--- src/include/lcdtc_pkg.sv ---
// package: constants, types and helpers for the display-technique interpreter
package lcdtc_pkg;

   localparam logic [7:0] OFS_CMD  = 8'h00;
   localparam logic [7:0] OFS_CFG  = 8'h04;
   localparam logic [7:0] OFS_STAT = 8'h08;

   localparam int CODE_DUTY       = 0;
   localparam int CODE_RATE_B0    = 1;
   localparam int CODE_RATE_B1    = 2;
   localparam int CODE_CLK_SRC    = 3;
   localparam int CODE_SLEEP      = 3;
   localparam int CODE_INC_NORMAL = 0;
   localparam int CODE_INC_SUPER  = 1;
   localparam int KIND_LSB        = 8;

   localparam int STAT_BUSY      = 0;
   localparam int STAT_ERR_BUSY  = 1;
   localparam int STAT_ERR_ORDER = 2;

   localparam logic [3:0] OP_TECH  = 4'h8;
   localparam logic [3:0] OP_ONOFF = 4'h4;

   localparam logic [1:0] KIND_GEN  = 2'h0;
   localparam logic [1:0] KIND_CHAR = 2'h1;
   localparam logic [1:0] KIND_ACC  = 2'h2;

   localparam logic [4:0] CFG_RST = 5'h00;

   localparam int CLK_PERIOD_NS = 25;
   localparam int REF_FREQ_KHZ  = 300;
   localparam int FIRST_EXEC_NS = 108000;
   localparam int SLEEP_EXEC_NS = 27000;
   localparam int RC_DIV_CYCLES = (1000000 / REF_FREQ_KHZ) / CLK_PERIOD_NS;

   localparam logic [11:0] DIV8_SLOW = 12'hc00;
   localparam logic [11:0] DIV8_MID  = 12'h600;
   localparam logic [11:0] DIV8_FAST = 12'h300;
   localparam logic [11:0] DIV9_SLOW = 12'hd80;
   localparam logic [11:0] DIV9_MID  = 12'h6c0;
   localparam logic [11:0] DIV9_FAST = 12'h360;

   typedef struct packed {
      logic sleep;
      logic clk_src;
      logic frame_rate_bit1;
      logic frame_rate_bit0;
      logic duty;
   } lcdtc_cfg_s;

   typedef enum logic {ST_IDLE, ST_EXEC} lcdtc_state_e;

   // least time in oscillator ticks, rounded up
   function automatic logic [7:0] exec_ticks(input int ns);
      int t;
      t = (ns * REF_FREQ_KHZ + 999999) / 1000000;
      return t[7:0];
   endfunction : exec_ticks

   function automatic logic [11:0] frame_div(input logic duty, input logic rate0, input logic rate1);
      logic [11:0] d;
      case ({rate0, rate1})
         2'b10:   d = duty ? DIV9_MID : DIV8_MID;
         2'b01:   d = duty ? DIV9_FAST : DIV8_FAST;
         default: d = duty ? DIV9_SLOW : DIV8_SLOW;
      endcase
      return d;
   endfunction : frame_div

   localparam logic [7:0] FIRST_EXEC_TICKS = exec_ticks(FIRST_EXEC_NS);
   localparam logic [7:0] SLEEP_EXEC_TICKS = exec_ticks(SLEEP_EXEC_NS);

endpackage : lcdtc_pkg

--- src/hdl/lcdtc_frame_div.sv ---
// frame divider: one frame pulse every divisor oscillator ticks
`timescale 1ns/1ps
`default_nettype none
module lcdtc_frame_div #(
   parameter int W = 12
) (
   input  wire logic         core_clk,
   input  wire logic         rst_b,
   input  wire logic         tick,
   input  wire logic [W-1:0] divisor,
   output logic              frame_tick
);
   logic [W-1:0] cnt;
   logic         last;

   // >= so a smaller divisor taken mid-frame ends the frame at once
   assign last = (cnt >= divisor - W'(1));

   always_ff @(posedge core_clk) begin
      if (!rst_b) begin
         cnt <= '0;
      end else if (tick) begin
         cnt <= last ? '0 : cnt + W'(1);
      end
   end

   always_ff @(posedge core_clk) begin
      if (!rst_b) begin
         frame_tick <= 1'b0;
      end else begin
         frame_tick <= tick & last;
      end
   end
endmodule : lcdtc_frame_div
`default_nettype wire

--- src/hdl/lcdtc_osc_tick.sv ---
// oscillator tick source: internal rc divider or synchronised external clock
`timescale 1ns/1ps
`default_nettype none
module lcdtc_osc_tick
   import lcdtc_pkg::*;
#(
   parameter int RC_DIV = RC_DIV_CYCLES
) (
   input  wire logic core_clk,
   input  wire logic rst_b,
   input  wire logic run,
   input  wire logic ext_mode,
   input  wire logic osc_pin_in,
   output logic      tick
);
   logic       ext_s1;
   logic       ext_s2;
   logic       ext_s3;
   logic [7:0] rc_cnt;
   logic       rc_wrap;

   assign rc_wrap = (rc_cnt == 8'(RC_DIV - 1));

   always_ff @(posedge core_clk) begin
      if (!rst_b) begin
         ext_s1 <= 1'b0;
         ext_s2 <= 1'b0;
         ext_s3 <= 1'b0;
      end else begin
         ext_s1 <= osc_pin_in;
         ext_s2 <= ext_s1;
         ext_s3 <= ext_s2;
      end
   end

   always_ff @(posedge core_clk) begin
      if (!rst_b || !run || ext_mode) begin
         rc_cnt <= 8'h00;
      end else if (rc_wrap) begin
         rc_cnt <= 8'h00;
      end else begin
         rc_cnt <= rc_cnt + 8'h01;
      end
   end

   // a stopped source gives no ticks, so execution and frame timing freeze with it
   always_ff @(posedge core_clk) begin
      if (!rst_b) begin
         tick <= 1'b0;
      end else begin
         tick <= run & (ext_mode ? (ext_s2 & ~ext_s3) : rc_wrap);
      end
   end
endmodule : lcdtc_osc_tick
`default_nettype wire

--- src/hdl/lcdtc_top.sv ---
// display-technique instruction interpreter with apb register access
//
// The implementer's own choices: register access over APB and the address map.
`timescale 1ns/1ps
`default_nettype none
module lcdtc_top
   import lcdtc_pkg::*;
#(
   parameter int ADDR_W         = 8,
   parameter int NORMAL_EXEC_NS = 27000,
   parameter int SUPER_EXEC_NS  = 54000,
   parameter int RC_DIV         = RC_DIV_CYCLES
) (
   input  wire logic              core_clk,
   input  wire logic              rst_b,
   input  wire logic [ADDR_W-1:0] paddr,
   input  wire logic              psel,
   input  wire logic              penable,
   input  wire logic              pwrite,
   input  wire logic [31:0]       pwdata,
   output logic      [31:0]       prdata,
   output logic                   pready,
   output logic                   pslverr,
   input  wire logic              osc_pin_in,
   input  wire logic              key_scan_in,
   output logic                   duty_select,
   output logic                   shared_pin_is_common,
   output logic                   drive_level4,
   output logic                   osc_rc_mode,
   output logic                   osc_running,
   output logic                   frame_tick,
   output logic                   busy,
   output logic                   ram_write_pulse,
   output logic      [1:0]        ram_write_target,
   output logic                   ram_format_super
);
   localparam logic [7:0] NORMAL_TICKS = exec_ticks(NORMAL_EXEC_NS);
   localparam logic [7:0] SUPER_TICKS  = exec_ticks(SUPER_EXEC_NS);

   lcdtc_cfg_s   cfg;
   lcdtc_state_e state;
   logic         configured;
   logic [7:0]   exec_left;
   logic [9:0]   last_cmd;
   logic         err_busy;
   logic         err_order;
   logic         key_s1;
   logic         key_s2;
   logic         osc_tick;
   logic [11:0]  frame_divisor;

   logic         apb_acc;
   logic         hit_cmd;
   logic         hit_cfg;
   logic         hit_stat;
   logic         cmd_wr;
   logic [7:0]   code;
   logic [1:0]   kind;
   logic         is_ram;
   logic         is_tech;
   logic         is_onoff;
   logic         super_fmt;
   logic         order_ok;
   logic         accept;
   logic         next_sleep;
   logic [7:0]   next_ticks;
   logic [31:0]  next_rdata;

   // ---------------- apb slave ----------------
   assign apb_acc  = psel & penable;
   assign hit_cmd  = (paddr == ADDR_W'(OFS_CMD));
   assign hit_cfg  = (paddr == ADDR_W'(OFS_CFG));
   assign hit_stat = (paddr == ADDR_W'(OFS_STAT));
   assign pready   = 1'b1;
   assign pslverr  = apb_acc & ~(hit_cmd | hit_cfg | hit_stat);

   always_comb begin
      next_rdata = 32'h0000_0000;
      if (hit_cmd) begin
         next_rdata[9:0] = last_cmd;
      end else if (hit_cfg) begin
         next_rdata[5:0] = {configured, cfg};
      end else if (hit_stat) begin
         next_rdata[STAT_BUSY]      = busy;
         next_rdata[STAT_ERR_BUSY]  = err_busy;
         next_rdata[STAT_ERR_ORDER] = err_order;
      end
   end

   // read data is captured in the setup cycle so it comes from a flop with zero wait
   always_ff @(posedge core_clk) begin
      if (!rst_b) begin
         prdata <= 32'h0000_0000;
      end else if (psel && !penable && !pwrite) begin
         prdata <= next_rdata;
      end
   end

   // ---------------- instruction decode ----------------
   assign cmd_wr    = apb_acc & pwrite & hit_cmd;
   assign code      = pwdata[7:0];
   assign kind      = pwdata[KIND_LSB+1:KIND_LSB];
   assign is_ram    = (kind != KIND_GEN);
   assign is_tech   = !is_ram && (code[7:4] == OP_TECH);
   assign is_onoff  = !is_ram && (code[7:4] == OP_ONOFF);
   assign super_fmt = code[CODE_INC_SUPER] & ~code[CODE_INC_NORMAL];

   // before setup only setup is taken; in sleep setup and ram writes need normal mode
   always_comb begin
      if (!configured) begin
         order_ok = is_tech;
      end else if (cfg.sleep) begin
         order_ok = !is_tech && !is_ram;
      end else begin
         order_ok = 1'b1;
      end
   end

   assign accept     = cmd_wr && (state == ST_IDLE) && order_ok;
   assign next_sleep = is_onoff ? code[CODE_SLEEP] : cfg.sleep;

   always_comb begin
      if (!configured) begin
         next_ticks = FIRST_EXEC_TICKS;
      end else if (next_sleep) begin
         next_ticks = SLEEP_EXEC_TICKS;
      end else if (is_ram && super_fmt) begin
         next_ticks = SUPER_TICKS;
      end else begin
         next_ticks = NORMAL_TICKS;
      end
   end

   // ---------------- configuration ----------------
   always_ff @(posedge core_clk) begin
      if (!rst_b) begin
         cfg        <= CFG_RST;
         configured <= 1'b0;
      end else if (accept && is_tech) begin
         cfg.duty            <= code[CODE_DUTY];
         cfg.frame_rate_bit0 <= code[CODE_RATE_B0];
         cfg.frame_rate_bit1 <= code[CODE_RATE_B1];
         cfg.clk_src         <= code[CODE_CLK_SRC];
         configured          <= 1'b1;
      end else if (accept && is_onoff) begin
         cfg.sleep <= code[CODE_SLEEP];
      end
   end

   always_ff @(posedge core_clk) begin
      if (!rst_b) begin
         last_cmd <= 10'h000;
      end else if (accept) begin
         last_cmd <= pwdata[9:0];
      end
   end

   always_ff @(posedge core_clk) begin
      if (!rst_b) begin
         ram_write_pulse  <= 1'b0;
         ram_write_target <= KIND_GEN;
         ram_format_super <= 1'b0;
      end else begin
         ram_write_pulse <= accept & is_ram;
         if (accept && is_ram) begin
            ram_write_target <= kind;
            ram_format_super <= super_fmt;
         end
      end
   end

   // ---------------- execution timer ----------------
   // counted in oscillator ticks, so every time stretches with a slower clock
   always_ff @(posedge core_clk) begin
      if (!rst_b) begin
         state     <= ST_IDLE;
         exec_left <= 8'h00;
      end else begin
         case (state)
            ST_IDLE: begin
               if (accept) begin
                  state     <= ST_EXEC;
                  exec_left <= next_ticks;
               end
            end
            ST_EXEC: begin
               if (osc_tick) begin
                  exec_left <= exec_left - 8'h01;
                  if (exec_left == 8'h01) begin
                     state <= ST_IDLE;
                  end
               end
            end
            default: begin
               state     <= ST_IDLE;
               exec_left <= 8'h00;
            end
         endcase
      end
   end

   assign busy = (state == ST_EXEC);

   // sticky errors, write one to clear; a new event in the clearing cycle wins
   always_ff @(posedge core_clk) begin
      if (!rst_b) begin
         err_busy  <= 1'b0;
         err_order <= 1'b0;
      end else begin
         err_busy  <= (cmd_wr & busy)
                    | (err_busy & ~(apb_acc & pwrite & hit_stat & pwdata[STAT_ERR_BUSY]));
         err_order <= (cmd_wr & ~busy & ~order_ok)
                    | (err_order & ~(apb_acc & pwrite & hit_stat & pwdata[STAT_ERR_ORDER]));
      end
   end

   // ---------------- clock source and frame ----------------
   always_ff @(posedge core_clk) begin
      if (!rst_b) begin
         key_s1 <= 1'b0;
         key_s2 <= 1'b0;
      end else begin
         key_s1 <= key_scan_in;
         key_s2 <= key_s1;
      end
   end

   // the source also runs while an instruction executes, else a sleep command never ends
   assign osc_running          = ~cfg.sleep | key_s2 | busy;
   assign drive_level4         = cfg.sleep;
   assign duty_select          = cfg.duty;
   assign shared_pin_is_common = cfg.duty;
   assign osc_rc_mode          = ~cfg.clk_src;
   assign frame_divisor        = frame_div(cfg.duty, cfg.frame_rate_bit0,
                                           cfg.frame_rate_bit1);

   lcdtc_osc_tick #(
      .RC_DIV (RC_DIV)
   ) u_osc (
      .core_clk   (core_clk),
      .rst_b      (rst_b),
      .run        (osc_running),
      .ext_mode   (cfg.clk_src),
      .osc_pin_in (osc_pin_in),
      .tick       (osc_tick)
   );

   lcdtc_frame_div #(
      .W (12)
   ) u_frame (
      .core_clk   (core_clk),
      .rst_b      (rst_b),
      .tick       (osc_tick),
      .divisor    (frame_divisor),
      .frame_tick (frame_tick)
   );

   // ---------------- checks ----------------
   logic [7:0] ticks_seen;
   logic       exec_first;
   logic       exec_sleep;

   always_ff @(posedge core_clk) begin
      if (!rst_b) begin
         ticks_seen <= 8'h00;
         exec_first <= 1'b0;
         exec_sleep <= 1'b0;
      end else if (accept) begin
         ticks_seen <= 8'h00;
         exec_first <= !configured;
         exec_sleep <= next_sleep;
      end else if (busy && osc_tick) begin
         ticks_seen <= ticks_seen + 8'h01;
      end
   end
endmodule : lcdtc_top
`default_nettype wire

--- config.mk ---
export PLATFORM = sky130hd
export DESIGN_NAME = lcdtc_top
export DESIGN_NICKNAME = d
export VERILOG_FILES = /design/src/include/lcdtc_pkg.sv /design/src/hdl/lcdtc_frame_div.sv /design/src/hdl/lcdtc_osc_tick.sv /design/src/hdl/lcdtc_top.sv
export SDC_FILE = /design/constraint.sdc
export NUM_CORES = 1
export LEC_CHECK = 0
export BUFFER_PORTS_ARGS = -buffer_cell sky130_fd_sc_hd__buf_4
export CAP_MARGIN = 20
export CORE_AREA = 3 3 87 89
export CTS_CLUSTER_SIZE = 12
export DETAILED_ROUTE_END_ITERATION = 12
export DIE_AREA = 0 0 90 92
export PLACE_DENSITY = 0.84
export SLEW_MARGIN = 40
export SYNTH_ARGS = -nofsm -noshare
export SYNTH_HDL_FRONTEND = slang
export SYNTH_SLANG_ARGS = --single-unit
--- constraint.sdc ---
create_clock -name core_clk -period 3.54 [get_ports core_clk]
set_input_delay 0.531 -clock core_clk [delete_from_list [all_inputs] [get_ports core_clk]]
set_output_delay 0.531 -clock core_clk [all_outputs]
set_load 0.02 [all_outputs]
==> flow_summary_export.csv <==
group,metric,value,unit
run_status,status,"finished clean",
pwr,p_leak,0.001653,uW
sta,max_slew_margin,49.06,%
pwr,internal_power,1124,uW
pwr,total_power,1490,uW
pwr,power.switching,366.1,uW
clock_network,htreeDepth,3,
pwr,power_frac_comb,6.5,%
floorplan,num_io_pins,92,
sta,period_minus_slack,2.790,ns
floorplan,core,6832,um2
synthesis,ys_seq_area_share,37.76,%
placement,io_buffers,46,
worst_setup_path,worstPathRequired,3.76,ns
cells_and_area,num_antenna_cells,0,
grt,grt_use_total,19.19,%
grt,grt_pass1_wl,13100,um
job,cap_violations,0,
placement,place_congestion,0.8067,
routing,wl_per_cell,14.31,um
sta,hold_violations,0,
routing,viasPerCell,5.413,
synthesis,yosys_warnings,0,
sta,worst_pin_slew,0.7633,ns
clock_network,hold_buffers,0,
grt,grt-ovfl-total,0,
routing,drc_errors,0,
synthesis,ys_async_sr_fraction,0,%
synthesis,synth_area,3605,um2
worst_setup_path,cp_num_buf_inv,1,
clock_network,numCtsBuffers,9,
floorplan,die_h,92,um
pwr,irDropWorstVdd,264.4,uV
clock_network,clk_pin_slew_worst_paths,0.07,ns
worst_setup_path,critical_path.most_common_cell,"ha_1",
sta,setup_tns,0,ns
clock_network,clk_latency,0.34,ns
worst_setup_path,crit_fanout,9,
synthesis,syn_avg_cell_area,8.771,um2
worst_setup_path,path_class,"flip-flop to flip-flop",
pwr,pwr-share-seq,51.9,%
cells_and_area,drive_above_1_share,16.52,%
sta,rsz0062_at_grt,"false",
worst_hold_path,min_path_type,"input pin to flip-flop",
clock_network,clkSinkCount,68,
clock_network,cts_root_buffer,"clkbuf_8",
grt,grt_max_degree,48,
pwr,p_clk_share,41.6,%
sta,skew,0.009261,ns
cells_and_area,syn_to_final_growth,13.61,%
clock_network,cts-resized-gates,0,
clock_network,postCtsSetupRepairBufs,0,
cells_and_area,final_core_util,59.95,%
floorplan,fp.dieArea,8280,um2
sta,fin_crit_sh,78.81,%
cells_and_area,fin_area,4095,um2
pwr,switching_share,24.57,%
worst_setup_path,cp_slowest_cell,"o21ai_0",
clock_network,cts_tree,"yes",
synthesis,synth_edf_count,0,
grt,antenna_found_initial,0,
synthesis,synth-seq-cells,68,
floorplan,die_width,90,um
sta,setup_viol,0,
pwr,p_per_area,363.9,nW/um2
sta,finalMaxSlewViolations,0,
routing,wl,7872,um
worst_setup_path,cp-start-kind,"flip-flop",
sta,fmax,358.4,MHz
routing,drtIter0Drc,134,
synthesis,ys.flop_type,"dfxtp_1",
worst_setup_path,path_cells,"inv_1 > ha_1 > o21ai_0 > nand2b_1 > ha_1 > ha_1 > nand4_1 > o21ai_0 > and3_1 > nor3_1",
synthesis,synth.distinct_cells,56,
floorplan,initial_core_util,52.77,%
worst_setup_path,endpoint_kind,"flip-flop",
worst_setup_path,crit_arrival,3.01,ns
cells_and_area,finalNetCount,512,
placement,hpwlAfterDp,5722,um
floorplan,placementRows,30,
routing,first_pass_iters,4,
placement,placed_cell_area,3904,um2
routing,vias,2977,
routing,drtAntennaViolNets,0,
worst_setup_path,crit_family,"simple AND/OR/NAND/NOR gates",
worst_setup_path,critical-path-max-stage-delay,0.43,ns
clock_network,cts_buffer_depth,2,
grt,grt_pass1_vias,2872,
synthesis,netlist_instances,411,
[area by class of cell]
cell class                      instances  area [um2]
Clock buffer                            9       123.9
Inverter                               18       67.56
Timing Repair Buffer                   49       367.9
Fill cell                             605        2736
Sequential cell                        68        1361
Tap cell                               96       120.1
Multi-Input combinational cell        303        1987
Clock inverter                          7       67.56
[Yosys cell counts, types with 3 or more instances]
cell / instances / area share [%]
a211oi_1: 4 / 0.83
a21o_1: 4 / 0.83
a21oi_1: 15 / 2.1
a22oi_1: 5 / 1.0
a311oi_1: 3 / 0.73
and2_1: 6 / 1.0
and3_1: 4 / 0.69
buf_4: 24 / 5.0
clkbuf_1: 15 / 1.6
dfxtp_1: 68 / 38
ha_1: 16 / 5.6
inv_1: 18 / 1.9
mux2i_1: 22 / 6.1
nand2_1: 48 / 5.0
nand2b_1: 3 / 0.52
nand3_1: 11 / 1.5
nand4_1: 4 / 0.69
nor2_1: 26 / 2.7
nor2b_1: 3 / 0.52
nor3_1: 16 / 2.2
nor3b_1: 3 / 0.62
nor4_1: 10 / 1.7
o21ai_0: 8 / 1.1
o2bb2ai_1: 7 / 1.7
or3_1: 3 / 0.52
or4_1: 4 / 0.83
xnor2_1: 9 / 2.2
xor2_1: 12 / 2.9
[routing by layer]
layer  track usage, %  routed length [um]  vias to the layer above
li1                 -                   -                     1481
met1            23.22                3341                     1392
met2            33.42                4034                       93
met3            4.758                 408                       11
met4            6.250                  88                        0
met5                0                   0                        -
[cells in the final DEF, fill, tap and decap left out, types with 3 or more instances in the layout]
cell type / count
nor2_1: 26
a22oi_1: 5
a21o_1: 4
xnor2_1: 9
a21oi_1: 15
xor2_1: 12
mux2i_1: 22
nor3b_1: 3
a211oi_1: 4
nand2_1: 48
nand4_1: 4
inv_1: 18
nor2b_1: 3
or3_1: 3
conb_1: 23
clkinv_2: 4
nand3_1: 11
dfxtp_1: 68
o2bb2ai_1: 7
a311oi_1: 3
ha_1: 16
clkbuf_8: 9
nor4_1: 10
nor3_1: 16
and2_1: 6
and3_1: 4
buf_4: 49
or4_1: 4
nand2b_1: 3
o21ai_0: 8
[through the flow]
stage	hold slack (ns)	std cells	worst slack, ns
5_1_grt	0.3976	550	0.5656
2_1_floorplan	0.4119	432	1.026
3_5_place_dp	0.4186	534	0.6552
4_1_cts	0.3821	550	0.7748
6_report	0.3944	550	0.7501
3_3_place_gp	0.4157	534	0.7561
[final timing paths]
check	from	slack, ns	depth (start not counted)	endpoint
max	cfg[1]	0.75	10	u_frame.cnt[5]
min	key_scan_in	0.39	2	key_s1
max reg2reg	cfg[1]	0.75	10	u_frame.cnt[5]
min reg2reg	key_s1	0.43	1	key_s2
[cells by family (layout without fill, tap and decap cells)]
logic type,count (synthesis),count (layout),share of synthesized area [%]
compound gates,66,66,13.54
xor+xnor,21,21,5.102
fa+ha+maj,16,16,5.554
buf+inv,61,83,9.302
flops,68,68,37.76
mux,22,22,6.109
other cells,2,23,0.2083
simple gates,155,155,22.42
[power by group through the flow]
stage          registers, uW  logic, uW  clock network [uW]
2_1_floorplan            791       81.3                   0
3_3_place_gp             792       93.3                   0
3_5_place_dp             792       94.8                   0
4_1_cts                  774       95.5                 628
5_1_grt                  775        105                 661
6_report                 774       96.4                 620
[sequential cells by signal, summed over array words and instances (netlist names), 2 cells and up]
name,cells
cfg,3
exec_left,8
last_cmd,10
prdata,10
ram_write_target,2
u_frame.cnt,12
u_osc.rc_cnt,8
(Power assumes the default switching activity.)
